`config.mk`:
```
export PLATFORM = sky130hd
export DESIGN_NAME = branch_increment_skip_decode
export DESIGN_NICKNAME = d
export VERILOG_FILES = /design/src/branch_increment_skip_decode_pkg.sv /design/src/branch_increment_skip_decode.sv
export VERILOG_INCLUDE_DIRS = /design/src
export SDC_FILE = /design/constraint.sdc
export NUM_CORES = 1
export LEC_CHECK = 0
export BUFFER_PORTS_ARGS = -buffer_cell sky130_fd_sc_hd__buf_2
export CAP_MARGIN = 20
export CORE_ASPECT_RATIO = 0.75
export CORE_MARGIN = 3
export CORE_UTILIZATION = 45
export DETAILED_ROUTE_END_ITERATION = 10
export PLACE_DENSITY = 0.71
export REMOVE_ABC_BUFFERS = 1
export SKIP_LAST_GASP = 1
export SYNTH_ARGS = -nofsm -noshare
export SYNTH_HDL_FRONTEND = slang
export SYNTH_SLANG_ARGS = --single-unit
```
`constraint.sdc`:
```
create_clock -name clk -period 2.5 [get_ports clk]
set_input_delay 0.125 -clock clk [delete_from_list [all_inputs] [get_ports clk]]
set_output_delay 0.125 -clock clk [all_outputs]
set_load 0.02 [all_outputs]
```
`src/branch_increment_skip_decode_regs.svh`:
```
// What this block does
// - Long branch loads its 20-bit literal into program counter bits 20..1.
// - Branch first word upper byte 1110 1111; second word upper nibble 1111.
// - Long branch always takes two instruction cycles and changes no flags.
// - Branch: decode Q1, low byte Q2, high bits and counter write Q4.
// - Any literal 0 to 1048575 is accepted, covering the whole program space.
// - Increment adds one to the addressed 8-bit file register value.
// - Destination bit one writes the result back into the source register.
// - Access bit 0 uses the access bank; 1 uses the bank select register.
// - Decrement; continue on zero result, otherwise skip the next instruction.
// - Skip adds one no-operation cycle, two when skipping a long branch, the only two-word instruction decoded.
// - Destination bit zero places the result in the working register.
// - Access 0 with extended set enabled: indexed offset addressing when operand <= 95.
`ifndef BRANCH_INCREMENT_SKIP_DECODE_REGS_SVH
`define BRANCH_INCREMENT_SKIP_DECODE_REGS_SVH

// ==========================================================
// Opcode fields
`define BRANCH_HI_BYTE      8'hef
`define BRANCH_SECOND_NIB   4'hf
`define INC_OPCODE          6'h0a
`define DEC_SKIP_OPCODE     6'h13
`define ACCESS_BIT          8
`define DEST_BIT            9

// ==========================================================
// Addressing
`define INDEXED_LIMIT       8'h5f
`define ACCESS_LOW_LIMIT    8'h60
`define ACCESS_HIGH_BANK    4'hf
`define ACCESS_LOW_BANK     4'h0

// ==========================================================
// Reset values and steps
`define PC_RESET            21'h000000
`define PC_STEP             21'h000002
`define DATA_RESET          8'h00
`define IR_RESET            16'h0000
`define ADDR_RESET          12'h000
`define BYTE_STEP           8'h01

`endif

```
`src/branch_increment_skip_decode_pkg.sv`:
```
`default_nettype none
package branch_increment_skip_decode_pkg;

	// ==========================================================
	// Quarter phases of one instruction cycle
	typedef enum logic [3:0] {
		PH_Q1 = 4'h1,
		PH_Q2 = 4'h2,
		PH_Q3 = 4'h4,
		PH_Q4 = 4'h8
	} phase_t;

	// ==========================================================
	// Cycle kinds
	typedef enum logic [3:0] {
		MODE_EXEC      = 4'h1,
		MODE_BR_NOP    = 4'h2,
		MODE_SKIP_MORE = 4'h4,
		MODE_SKIP_LAST = 4'h8
	} mode_t;

	// ==========================================================
	// Decoded instruction classes
	typedef enum logic [3:0] {
		OP_OTHER  = 4'h1,
		OP_BRANCH = 4'h2,
		OP_INC    = 4'h4,
		OP_DEC_SK = 4'h8
	} op_t;

	typedef struct packed {
		logic [11:0] addr;
		logic        wr_en;
		logic [7:0]  wr_data;
	} file_req_t;

	typedef struct packed {
		logic [3:0]  bank_select_register;
		logic        ext_set_enable;
		logic [11:0] index_base;
	} addr_ctl_t;

	typedef struct packed {
		phase_t      phase;
		mode_t       mode;
		op_t         op;
		logic [15:0] ir;
		logic [7:0]  lit_lo;
		logic [7:0]  operand;
		logic [7:0]  result;
		logic [20:0] pc;
		logic [7:0]  w;
		file_req_t   file;
	} state_t;

endpackage
`default_nettype wire

```
`src/branch_increment_skip_decode.sv`:
```
`timescale 1ns/1ps
`default_nettype none
`include "branch_increment_skip_decode_regs.svh"

module branch_increment_skip_decode
	import branch_increment_skip_decode_pkg::*;
(
	input  wire logic        clk,
	input  wire logic        rst_n,
	input  wire logic [15:0] instr_word,
	input  wire logic [15:0] next_word,
	input  wire logic [7:0]  file_rd_data,
	input  wire addr_ctl_t   addr_ctl,
	output var  file_req_t   file_req,
	output logic [20:0]      pc,
	output logic [7:0]       w_out,
	output logic [3:0]       phase,
	output logic             nop_cycle
);

	// ==========================================================
	// Decoding helpers
	function automatic op_t decode_op(input logic [15:0] word);
		op_t op;
		op = OP_OTHER;
		if (word[15:8] == `BRANCH_HI_BYTE)
		begin
			op = OP_BRANCH;
		end
		else if (word[15:10] == `INC_OPCODE)
		begin
			op = OP_INC;
		end
		else if (word[15:10] == `DEC_SKIP_OPCODE)
		begin
			op = OP_DEC_SK;
		end
		return op;
	endfunction

	// Only the branch opener is known here as a two-word instruction
	function automatic logic is_two_word(input logic [15:0] word);
		return decode_op(word) == OP_BRANCH;
	endfunction

	// Increment and decrement-skip share the read, process and write phases
	function automatic logic reads_file(input op_t op);
		return (op == OP_INC) || (op == OP_DEC_SK);
	endfunction

	function automatic logic [11:0] file_address(
		input logic [15:0] word,
		input addr_ctl_t   ctl
	);
		logic [7:0]  f;
		logic [11:0] addr;
		f = word[7:0];
		if (word[`ACCESS_BIT])
		begin
			addr = {ctl.bank_select_register, f};
		end
		else if (ctl.ext_set_enable && (f <= `INDEXED_LIMIT))
		begin
			addr = ctl.index_base + {4'h0, f};
		end
		else if (f < `ACCESS_LOW_LIMIT)
		begin
			addr = {`ACCESS_LOW_BANK, f};
		end
		else
		begin
			addr = {`ACCESS_HIGH_BANK, f};
		end
		return addr;
	endfunction

	// ==========================================================
	// State
	state_t state_reg;
	state_t state_next;
	op_t    fetched_op;

	assign fetched_op = decode_op(instr_word);

	// ==========================================================
	// Next state, one quarter phase per clock
	always_comb
	begin
		// Every field holds unless its phase below changes it
		state_next = state_reg;
		unique case (state_reg.phase)
			PH_Q1:
			begin
				state_next.phase = PH_Q2;
				if (state_reg.mode == MODE_EXEC)
				begin
					// Only words taken in an execute cycle are decoded
					state_next.ir = instr_word;
					state_next.op = fetched_op;
					state_next.file.addr = file_address(instr_word, addr_ctl);
				end
				else
				begin
					// Words fetched during a no-operation cycle are dropped unseen
					state_next.op = OP_OTHER;
				end
			end
			PH_Q2:
			begin
				state_next.phase = PH_Q3;
				if (state_reg.op == OP_BRANCH)
				begin
					state_next.lit_lo = state_reg.ir[7:0];
				end
				else if (reads_file(state_reg.op))
				begin
					// Address was registered at the Q1 edge, so read data has settled
					state_next.operand = file_rd_data;
				end
			end
			PH_Q3:
			begin
				state_next.phase = PH_Q4;
				// Strobe rises now so the write lands on the edge that closes Q4
				if (state_reg.op == OP_INC)
				begin
					state_next.result = state_reg.operand + `BYTE_STEP;
					state_next.file.wr_data = state_reg.operand + `BYTE_STEP;
					state_next.file.wr_en = state_reg.ir[`DEST_BIT];
				end
				else if (state_reg.op == OP_DEC_SK)
				begin
					state_next.result = state_reg.operand - `BYTE_STEP;
					state_next.file.wr_data = state_reg.operand - `BYTE_STEP;
					state_next.file.wr_en = state_reg.ir[`DEST_BIT];
				end
			end
			PH_Q4:
			begin
				state_next.phase = PH_Q1;
				state_next.file.wr_en = 1'b0;
				// Eight-bit wrap; no status flags are kept by this block
				if (reads_file(state_reg.op) && !state_reg.ir[`DEST_BIT])
				begin
					state_next.w = state_reg.result;
				end
				unique case (state_reg.mode)
					MODE_EXEC:
					begin
						if (state_reg.op == OP_BRANCH)
						begin
							// Second word is consumed here as literal bits 19..8
							state_next.pc = {next_word[11:0], state_reg.lit_lo, 1'b0};
							state_next.mode = MODE_BR_NOP;
						end
						else if (state_reg.op == OP_DEC_SK && state_reg.result != `DATA_RESET)
						begin
							state_next.pc = state_reg.pc + `PC_STEP;
							// The following word is already fetched, so its length is known here
							state_next.mode = is_two_word(next_word) ? MODE_SKIP_MORE : MODE_SKIP_LAST;
						end
						else
						begin
							state_next.pc = state_reg.pc + `PC_STEP;
						end
					end
					MODE_BR_NOP:
					begin
						// Counter already holds the target; nothing else happens
						state_next.mode = MODE_EXEC;
					end
					MODE_SKIP_MORE:
					begin
						// Skipped word was a branch opener; its literal word goes too
						state_next.pc = state_reg.pc + `PC_STEP;
						state_next.mode = MODE_SKIP_LAST;
					end
					MODE_SKIP_LAST:
					begin
						state_next.pc = state_reg.pc + `PC_STEP;
						state_next.mode = MODE_EXEC;
					end
				endcase
			end
		endcase
	end

	// ==========================================================
	// Registers
	always_ff @(posedge clk)
	begin
		// Synchronous reset; the counter restarts at word zero
		if (!rst_n)
		begin
			state_reg.phase        <= PH_Q1;
			state_reg.mode         <= MODE_EXEC;
			state_reg.op           <= OP_OTHER;
			state_reg.ir           <= `IR_RESET;
			state_reg.lit_lo       <= `DATA_RESET;
			state_reg.operand      <= `DATA_RESET;
			state_reg.result       <= `DATA_RESET;
			state_reg.pc           <= `PC_RESET;
			state_reg.w            <= `DATA_RESET;
			state_reg.file.addr    <= `ADDR_RESET;
			state_reg.file.wr_en   <= 1'b0;
			state_reg.file.wr_data <= `DATA_RESET;
		end
		else
		begin
			state_reg <= state_next;
		end
	end

	// ==========================================================
	// Outputs, all from flops
	assign file_req  = state_reg.file;
	assign pc        = state_reg.pc;
	assign w_out     = state_reg.w;
	assign phase     = state_reg.phase;
	// Decoded from the one-hot mode register, so it stands for whole cycles
	assign nop_cycle = (state_reg.mode != MODE_EXEC);

endmodule
`default_nettype wire

```
# [Yosys cells after proc, flatten, opt, wreduce, memory -nomap -nowiden]
# Index checks and enable logic that the tools add are counted.
[totals] out_inout_bits=55 ff_bits=96 word_cells=85 input_bits=59
[classes] magnitude_cmp=2 bitwise_logic=1 n_reduce_logical=19 n_addsub=4 n_eq_ne=21 mux=26
[ops] cell="$mux W4" n=14
[ops] cell="$pmux W21 S2" n=1
[ops] cell="$mux W12" n=3
[ops] cell="$add A21 B2 Y21 const B" n=1
[ops] cell="$mux W21" n=1
[ops] cell="$mux W9" n=2
[ops] cell="$eq A4 B2 Y1 const B" n=4
[ops] cell="$eq A8 B8 Y1 const B" n=2
[ops] cell="$mux W8" n=2
[ops] cell="$pmux W4 S4" n=1
[ops] cell="$reduce_and A2 Y1" n=7
[ops] cell="$add A12 B8 Y12" n=1
[ops] cell="$eq A4 B3 Y1 const B" n=3
[ops] cell="$eq A4 B4 Y1 const B" n=3
[ops] cell="$eq A6 B4 Y1 const B" n=2
[ops] cell="$eq A6 B5 Y1 const B" n=2
[ops] cell="$pmux W4 S3" n=1
[ops] cell="$add A8 B1 Y8 const B" n=1
[ops] cell="$eq A4 B1 Y1 const B" n=2
[ops] cell="$le A8 B7 Y1 const B" n=1
[ops] cell="$lt A8 B7 Y1 const B" n=1
[ops] cell="$reduce_bool A8 Y1" n=1
[ops] cell="$sub A8 B1 Y8 const B" n=1
[ops] cell="$reduce_bool A2 Y1" n=3
[ops] cell="other kinds (10)" n=13

# [Logic depth before layout (Yosys ltp)]
# Gate-level depths: netlist of the first run.
[logic_depth] word_depth=13 ltp_mapped=9 depth_no_buf=9

# [Worst setup path after synthesis of the first run]
# Ideal clock, no wire load.
[synth_timing] path_kind="register to register" start="register state_reg[92] in the netlist's numbering" end="register state_reg[57] in the netlist's numbering" period_less_slack_ps=2424 setup_time_ps=126 t_arrival_ps=2298 path_slack_ps=76 n_path_buf=0 stages_incl_launch_ff=10 cell_sequence="dfxtp_1 -> nor4b_1 -> inv_1 -> ha_1 -> a21oi_1 -> o21ai_0 -> o211a_1 -> o41a_1 -> nand4_1 -> o211ai_1"
[synth_via] elab_chain_len=3
[synth_lines] item="start, declared" line="branch_increment_skip_decode.sv:79" rtl="state_t state_reg;"
[synth_lines] item="start signal, assigned" line="branch_increment_skip_decode.sv:210" rtl="state_reg <= state_next;"
[synth_lines] item="$eq A4 B3 Y1 / $eq A4 B4 Y1 (equally long branches)" line="branch_increment_skip_decode.sv:125, branch_increment_skip_decode.sv:131"
[synth_lines] item="$reduce_bool A2 Y1 (no line)"
[synth_lines] item="$reduce_and A2 Y1 (no line)"
# Several ways; a longest one is shown, not always the timed one.
# A chain may end at the register's enable or synchronous reset.

# [Worst setup path after layout of the first run]
[layout_timing] start="register state_reg[90] in the netlist's numbering" end="register state_reg[57] in the netlist's numbering"
# The elaborated chain is that of the path after synthesis.

==> flow_summary.ini, run 1 <==
[run_status]
status = finished, final reports clean

[cts]
cts_htree_levels = 3
path_clk_slew_ns = 0.06
cts_sinks = 86
cts.path.max_buffers = 2
cts_setup_buffers = 0
clock-root-buffer = clkbuf_16
cts_resized = 0
clk_latency_ns = 0.34
cts_tree = done
holdBufCountCts = 0
tritoncts.num_buffers = 9

[floorplanning]
coreArea_um2 = 10610
dieHeight_um = 97.69
initial_core_util_pct = 47.54
rows = 32
pin_count = 114
dieArea_um2 = 12530
die_w_um = 128.2

[synth]
yosys_warnings = 0
synthArstFlopShare_pct = 0
seq_area_frac_synth_pct = 34.14
synthesis.area_um2 = 5044
synth_cells = 621
avgSynthCellArea_um2 = 8.122
ys_types = 65
synth.area.top_cells = dfxtp_1 (34%), buf_4 (8.0%), a21oi_1 (5.6%)
yosysTopAreaCellShare_pct = 34.14
ys_ff_latch = 86
synth_top_area_cell = dfxtp_1
synth-main-ff-cell = dfxtp_1
synth_edf_count = 0

[cells_and_area]
diodes = 0
instances_no_fill = 817
final_cell_area_um2 = 5694
syn_to_final_growth_pct = 12.90
finalNetCount = 752
largest_reg_flops = 41
final_layout_size_suffix_gt1_share_pct = 22.91
layout_commonest_cell = buf_2
mostFrequentLayoutCells = buf_2 (112), dfxtp_1 (86), nor2_1 (70)

[sta]
fin_worst_skew_ns = 0.004720
fmax_mhz = 436.4
slew-limit-headroom_pct = 54.04
setup_violations = 0
worst_slew_pin_slew_ns = 0.6884
fin_setup_tns_ns = 0
hold_viol = 0
slew_violations = 0
fin_crit_ns = 2.291
period_share_pct = 91.65
rsz0062_at_grt = no

[power_and_ir_drop]
p_sw_mw = 0.7672
powerDensity_nw_per_um2 = 575.3
swShare_pct = 23.42
seqPwrFrac_pct = 43.3
internal-power_mw = 2.509
vdd_ir_drop_max_mv = 0.4042
p_comb_share_pct = 9.7
clockPowerShare_pct = 47.0
p_leak_nw = 2.457
p_total_mw = 3.276

[worst_setup_path]
critPathBufInv = 1
cp_slowest_stage_delay_ns = 0.39
path_class = register to register
critPathLaunchType = register
crit_arrival_ns = 2.52
worstPathRequired_ns = 2.73
end_kind = register
cp_cell_sequence = nor4b_4, inv_1, ha_1, a21oi_1, o21ai_0, o211a_1, o41a_1, nand4_1, o211ai_1
path_delay_family = compound AO/OA/AOI/OAI gates
crit_slowest_cell = dfxtp_1
crit_fanout = 6

[placement]
dp.cells = 801
place.gp.congestion = 0.8456
io_buffers = 112
hpwl_um = 9162
place_area_um2 = 5340

[routing]
drcViolationCount = 0
drtIter0Drc = 328
ant_nets = 0
via_per_inst = 5.565
dr.pass1.iters = 5
vias = 4547
drt-total-wl_um = 12450
routedWlPerCell_um = 15.24

[global_routing]
grt_max_degree = 36
antenna_found_initial = 0
grt-ovfl-total = 0
grtUsageTotal_pct = 19.82
grt_pass1_wl_um = 20580
first_global_vias = 4374

[job]
cap_violations = 0

[hold_path]
hp-class = input port to register
synthesized netlist by cell type (7+ instances only):
cell type,number
o21ai_0,29
mux2i_1,27
clkbuf_1,19
a211oi_1,8
and2_1,7
nand4_1,7
nand2_1,66
a21oi_1,56
o211ai_1,7
xor2_1,11
nand3_1,13
inv_1,14
nor3_1,15
ha_1,15
dfxtp_1,86
buf_4,54
nor2_1,70
logic make-up after synthesis:
group                      Yosys count  synth area share (%)
DFF                                 86                 34.14
other                                1               0.07435
xor gates and xnor gates            17                 2.952
AOI/OAI and AO/OA                  153                 19.42
adders and majority gates           17                 4.515
muxes                               27                 5.358
and+or+nand+nor                    223                 21.73
buffers and inverters               97                 11.81
worst register-to-register path, cell delays in order (launching register included):
cell	delay, ns
dfxtp_1	0.39
nor4b_4	0.32
inv_1	0.17
ha_1	0.31
a21oi_1	0.20
o21ai_0	0.13
o211a_1	0.16
o41a_1	0.33
nand4_1	0.11
o211ai_1	0.09
power groups by stage:
stage	registers (mW)	logic, mW	clock network, mW
finish	1.42	0.318	1.54
global route	1.42	0.353	1.63
CTS	1.42	0.318	1.58
detailed placement	1.45	0.316	0
global placement	1.45	0.307	0
floorplan	1.47	0.156	0
per-stage QoR:
stage               utilization (%)  hold WS [ns]  setup slack [ns]
floorplan                         -        0.2012           0.06750
global placement              50.33        0.3572            0.1804
detailed placement            50.33        0.3682           0.05338
CTS                           53.53      0.006318           0.03685
global route                  53.67       0.01033           0.03395
finish                        53.67       0.01752            0.2088
final cells by class:
type	instances	area, um2
Fill cell	983	4916
Multi-Input combinational cell	438	2741
Sequential cell	86	1722
Timing Repair Buffer	126	665.6
Clock buffer	11	232.7
Tap cell	136	170.2
Clock inverter	5	106.4
Inverter	15	56.30
path summary, 6_finish.rpt:
check / cells after the start / from / slack, ns / end
hold reg to reg: 2 / file_req[8] / 0.46 / file_req[8]
setup / recovery: 9 / state_reg[90] / 0.21 / state_reg[57]
hold / removal: 3 / file_rd_data[2] / 0.02 / state_reg[60]
setup reg to reg: 9 / state_reg[90] / 0.21 / state_reg[57]
metal layers:
metal  global-route usage, %  vias up  wire [um]
li1                        -     2250          -
met1                   25.86     2122       5597
met2                   31.69      158       5762
met3                   5.549       17        923
met4                   6.036        0        164
met5                       0        -          0
Power figures use the tool's default switching activity.
==> inputs of run 2 (changes only) <==
--- a/config.mk
+++ b/config.mk
@@ -13,7 +13,6 @@
 export CORE_UTILIZATION = 45
 export DETAILED_ROUTE_END_ITERATION = 10
 export PLACE_DENSITY = 0.71
-export REMOVE_ABC_BUFFERS = 1
 export SKIP_LAST_GASP = 1
 export SYNTH_ARGS = -nofsm -noshare
 export SYNTH_HDL_FRONTEND = slang
==> constraint.sdc (replaced) <==
create_clock -name clk -period 2 [get_ports clk]
set_input_delay 0.1 -clock clk [delete_from_list [all_inputs] [get_ports clk]]
set_output_delay 0.1 -clock clk [all_outputs]
set_load 0.02 [all_outputs]
==> flow_summary.ini, run 2 (synthesis results as in run 1) <==
[worst_setup_path]
end_kind = register
crit_fanout = 5
path_class = register to register
r2r_start = state_reg[90]
worstRegToRegCells = 9
r2r_slack_ns = -0.03
cp_slowest_stage_delay_ns = 0.35
crit_arrival_ns = 2.26
critPathLaunchType = register
crit_slowest_cell = dfxtp_2
worstPathRequired_ns = 2.23
cp_cell_sequence = nor4b_4, inv_2, ha_4, a21oi_4, o21ai_1, o211a_1, o41a_1, nand4_1, o211ai_1
timing.rr.end = state_reg[57]

[sta]
slew_violations = 0
period_share_pct = 101.6
fin_setup_tns_ns = -0.03606
fin_worst_skew_ns = 0.009088
fin_ws_ns = -0.03153
hold_viol = 1
hold_slack_ns = -0.001742
fmax_mhz = 492.2
slew-limit-headroom_pct = 57.30
rsz0062_at_grt = yes
fin_crit_ns = 2.032
setup_violations = 2
worst_slew_pin_slew_ns = 0.6317

[routing]
via_per_inst = 5.608
drcViolationCount = 0
ant_nets = 0
routedWlPerCell_um = 15.57
drtIter0Drc = 332
vias = 4772
dr.pass1.iters = 6
drt-total-wl_um = 13250

[power_and_ir_drop]
p_comb_share_pct = 10.8
powerDensity_nw_per_um2 = 650.1
p_leak_nw = 2.633
seqPwrFrac_pct = 44.6
clockPowerShare_pct = 44.6
p_sw_mw = 1.014
p_total_mw = 3.967
vdd_ir_drop_max_mv = 0.4663
swShare_pct = 25.55
internal-power_mw = 2.953

[cells_and_area]
fin_util_pct = 57.51
final_cell_area_um2 = 6102
syn_to_final_growth_pct = 20.99
largest_reg_flops = 41
diodes = 0
layout_commonest_cell = buf_2
finalNetCount = 786
fill_cells = 930
final_layout_size_suffix_gt1_share_pct = 28.95
instances_no_fill = 851
mostFrequentLayoutCells = buf_2 (112), dfxtp_1 (81), nor2_1 (68)

[hold_path]
hp-start = file_rd_data[5]
hold_depth = 3
hp-class = input port to register
hold_end = state_reg[63]

[cts]
path_clk_slew_ns = 0.07
clk_latency_ns = 0.35
cts.path.max_buffers = 2
tritoncts.num_buffers = 9
cts_tree = done
clock-root-buffer = clkbuf_16
cts_htree_levels = 3
cts_sinks = 86

[job]
cap_violations = 0

[global_routing]
antenna_found_initial = 1
grt_max_degree = 36
grtUsageTotal_pct = 20.52
grt_pass1_wl_um = 21360
grt-ovfl-total = 0
first_global_vias = 4547

[floorplanning]
die_w_um = 128.2
pin_count = 114
initial_core_util_pct = 47.54
dieHeight_um = 97.69
rows = 32
coreArea_um2 = 10610
dieArea_um2 = 12530

[placement]
pre_cts_slack_ns = -0.07240
place_area_um2 = 5578
place.gp.congestion = 0.9171
hpwl_um = 9719
dp.cells = 823
io_buffers = 112

[run_status]
status = complete, but fails checks
violations = hold timing, setup timing

[synth]
synth.net_count = 697
run 2: changes by cell type in the layout (fill, tap and decap cells not counted), moves of 5 or more:
cell           change
dfxtp_1            -5
dlygate4sd3_1      +5
buf_4             +25
dfxtp_2            +5
run 2: worst max-delay path: cells and delay by family, from the launching register on:
kind | cells | cell delay [ns]
compound gates | 5 | 0.76
buf+inv | 1 | 0.14
fa+ha+maj | 1 | 0.24
flops | 1 | 0.35
simple gates | 2 | 0.42
run 2: per-layer routing:
layer  up-vias  GRT usage, %  wire [um]
met5         -             0         13
met4         2         5.873        151
met3        19         5.549        971
met2       151         33.05       6292
met1      2267         26.84       5817
li1       2333             -          -
run 2: final cells by class:
class | instances | area [um2] | share of cell area (%)
multi-input cells | 439 | 2879 | 47.18
inverters | 15 | 56.30 | 0.9227
clock buffers | 10 | 239.0 | 3.916
clock inverters | 6 | 75.07 | 1.230
well taps | 136 | 170.2 | 2.789
flip-flops and latches | 86 | 1728 | 28.32
repair buffers | 159 | 954.7 | 15.64
run 2: what timing repair did:
action,in CTS,in global routing
gates cloned,0,1
pin swaps,1,7
endpoints found under the hold margin,5,0
buffers inserted,1,5
resized for setup,2,21
hold buffers,5,0
setup endpoints to repair,3,22
run 2: worst max-delay path by stage:
stage                  start       endpoint  slack (ns)  cells past startpoint
6_report       state_reg[90]  state_reg[57]       -0.03                      9
5_1_grt        state_reg[90]  state_reg[57]       -0.16                     10
4_1_cts        state_reg[91]  state_reg[57]       -0.07                      9
3_5_place_dp   instr_word[1]   file_req[20]       -0.07                      9
3_3_place_gp   instr_word[1]   file_req[20]       0.009                      9
2_1_floorplan  state_reg[91]  state_reg[57]       0.007                      9
run 2: power by group through the flow:
| stage | Combinational, mW | Sequential [mW] | Clock (mW) |
|---|---|---|---|
| 2_1_floorplan | 0.280 | 1.80 | 0 |
| 3_3_place_gp | 0.407 | 1.81 | 0 |
| 3_5_place_dp | 0.419 | 1.81 | 0 |
| 4_1_cts | 0.428 | 1.77 | 1.79 |
| 5_1_grt | 0.476 | 1.77 | 1.86 |
| 6_report | 0.428 | 1.77 | 1.77 |
==> inputs of run 3 (changes only) <==
--- a/config.mk
+++ b/config.mk
@@ -10,9 +10,10 @@
 export CAP_MARGIN = 20
 export CORE_ASPECT_RATIO = 0.75
 export CORE_MARGIN = 3
-export CORE_UTILIZATION = 45
+export CORE_UTILIZATION = 49
 export DETAILED_ROUTE_END_ITERATION = 10
-export PLACE_DENSITY = 0.71
+export PLACE_DENSITY = 0.76
+export RECOVER_POWER = 50
 export SKIP_LAST_GASP = 1
 export SYNTH_ARGS = -nofsm -noshare
 export SYNTH_HDL_FRONTEND = slang
==> constraint.sdc (replaced) <==
create_clock -name clk -period 2 [get_ports clk]
set_input_delay 0.4 -clock clk [delete_from_list [all_inputs] [get_ports clk]]
set_output_delay 0.4 -clock clk [all_outputs]
set_load 0.02 [all_outputs]
==> flow_summary.ini, run 3 (synthesis results as in run 1) <==
[cts]
cts_sinks = 86
path_clk_slew_ns = 0.07
clk_latency_ns = 0.34
cts_htree_levels = 3
clock-root-buffer = clkbuf_16
cts.path.max_buffers = 2
cts_tree = done
tritoncts.num_buffers = 9

[cells_and_area]
largest_reg_flops = 41
mostFrequentLayoutCells = dfxtp_1 (82), nor2_1 (68), nand2_1 (66)
layout_commonest_cell = dfxtp_1
seqCellArea_um2 = 1727
multi_input_area_um2 = 2949
finalNetCount = 807
syn_to_final_growth_pct = 23.59
final_layout_size_suffix_gt1_share_pct = 25.68
instances_no_fill = 868
fill_cells = 846
diodes = 0

[routing]
drcViolationCount = 0
routedWlPerCell_um = 15.69
via_per_inst = 5.682
drtIter0Drc = 437
dr.pass1.iters = 5
drt-total-wl_um = 13620
ant_nets = 0
vias = 4932

[run_status]
status = complete, but fails checks
violations = setup timing

[global_routing]
grt_max_degree = 36
antenna_found_initial = 1
busiest_layer = met2
grt_pass1_wl_um = 20840
use_met1_pct = 28.69
met3_usage_pct = 6.321
grt-ovfl-total = 0
use_met2_pct = 36.32
grtUsageTotal_pct = 22.10
first_global_vias = 4488

[placement]
io_buffers = 112
place.gp.congestion = 0.9418
dp.cells = 839
hpwl_um = 9627

[sta]
fin_ws_ns = -0.2306
slew_violations = 0
fmax_mhz = 448.3
fin_worst_skew_ns = 0.009771
rsz0062_at_grt = yes
worst_slew_pin_slew_ns = 0.5459
slew-limit-headroom_pct = 63.10
setup_violations = 10
period_share_pct = 111.5
hold_slack_ns = 0.2892
hold_viol = 0
fin_crit_ns = 2.231

[worst_setup_path]
worstPathRequired_ns = 2.22
crit_arrival_ns = 2.45
crit_fanout = 6
critPathLaunchType = register
worstRegToRegCells = 9
r2r_start = state_reg[91]
r2r_slack_ns = -0.23
path_class = register to register
end_kind = register
timing.rr.end = state_reg[57]

[hold_path]
hold_depth = 3
hp-class = input port to register
hp-start = file_rd_data[5]
hold_end = state_reg[63]

[power_and_ir_drop]
p_total_mw = 3.921
powerDensity_nw_per_um2 = 629.1
p_leak_nw = 2.538
vdd_ir_drop_max_mv = 0.5480

[floorplanning]
dieHeight_um = 93.86
dieArea_um2 = 11560
rows = 31
die_w_um = 123.2
initial_core_util_pct = 51.19
pin_count = 114
coreArea_um2 = 9852

[job]
cap_violations = 0

[synth]
synth.net_count = 697
[run 3: cell count changes in the layout (fill, tap and decap cells not counted), moves of 3 or more]
cell,change
o21ai_0,-3
dlygate4sd3_1,-5
buf_2,-53
buf_4,+26
clkbuf_1,+54
[run 3: power by group]
part | switching (mW) | internal, mW | leakage [nW] | total, mW
Combinational | 0.259 | 0.196 | 1.70 | 0.455
Sequential | 0.0214 | 1.75 | 0.698 | 1.77
Clock | 0.714 | 0.983 | 0.143 | 1.70
Total | 0.995 | 2.93 | 2.54 | 3.92
[run 3: worst max path at each step]
stage                       start            end  cells past startpoint
global placement    instr_word[1]   file_req[20]                      8
detailed placement  instr_word[1]   file_req[20]                      8
CTS                 state_reg[90]  state_reg[57]                      9
finish              state_reg[91]  state_reg[57]                      9
floorplan           state_reg[91]  state_reg[57]                      9
global route        state_reg[91]  state_reg[57]                      9
[run 3: cell type report]
cell class                      instances  area share [%]
Multi-Input combinational cell        439           47.31
Sequential cell                        86           27.70
Timing Repair Buffer                  180           16.54
Clock buffer                            9           3.613
Tap cell                              132           2.650
Clock inverter                          7           1.285
Inverter                               15          0.9033
[run 3: through the flow]
| step | setup TNS, ns | setup WS (ns) | area (um2) | util [%] |
|---|---|---|---|---|
| detailed placement | -1.657 | -0.3498 | 5712 | 57.98 |
| floorplan | -0.01451 | -0.01292 | 5092 | - |
| finish | -0.7384 | -0.2306 | 6233 | 63.27 |
| CTS | -0.2263 | -0.1534 | 6052 | 61.43 |
| global placement | -1.044 | -0.2749 | 5712 | 57.98 |
| global route | -3.227 | -0.3850 | 6233 | 63.27 |
[run 3: critical path: stages, from the launching register on]
cell and delay (ns):
dfxtp_2 0.34, nor4b_4 0.36, inv_2 0.16, ha_4 0.28, a21oi_4 0.14, o21ai_2 0.06, o211a_1 0.13, o41a_1 0.44
nand4_1 0.11, o211ai_1 0.09
[run 3: per-layer routing]
layer	up-vias	wire [um]
li1	2370	-
met1	2344	5936
met2	190	6584
met3	26	895
met4	2	193
met5	-	9
[run 3: timing repair]
action / CTS / global route
hold buffers: 0 / 0
gates resized for setup: 6 / 32
pin swaps: 3 / 20
setup endpoints to repair: 7 / 29
buffers inserted: 1 / 10
gates cloned: 0 / 2
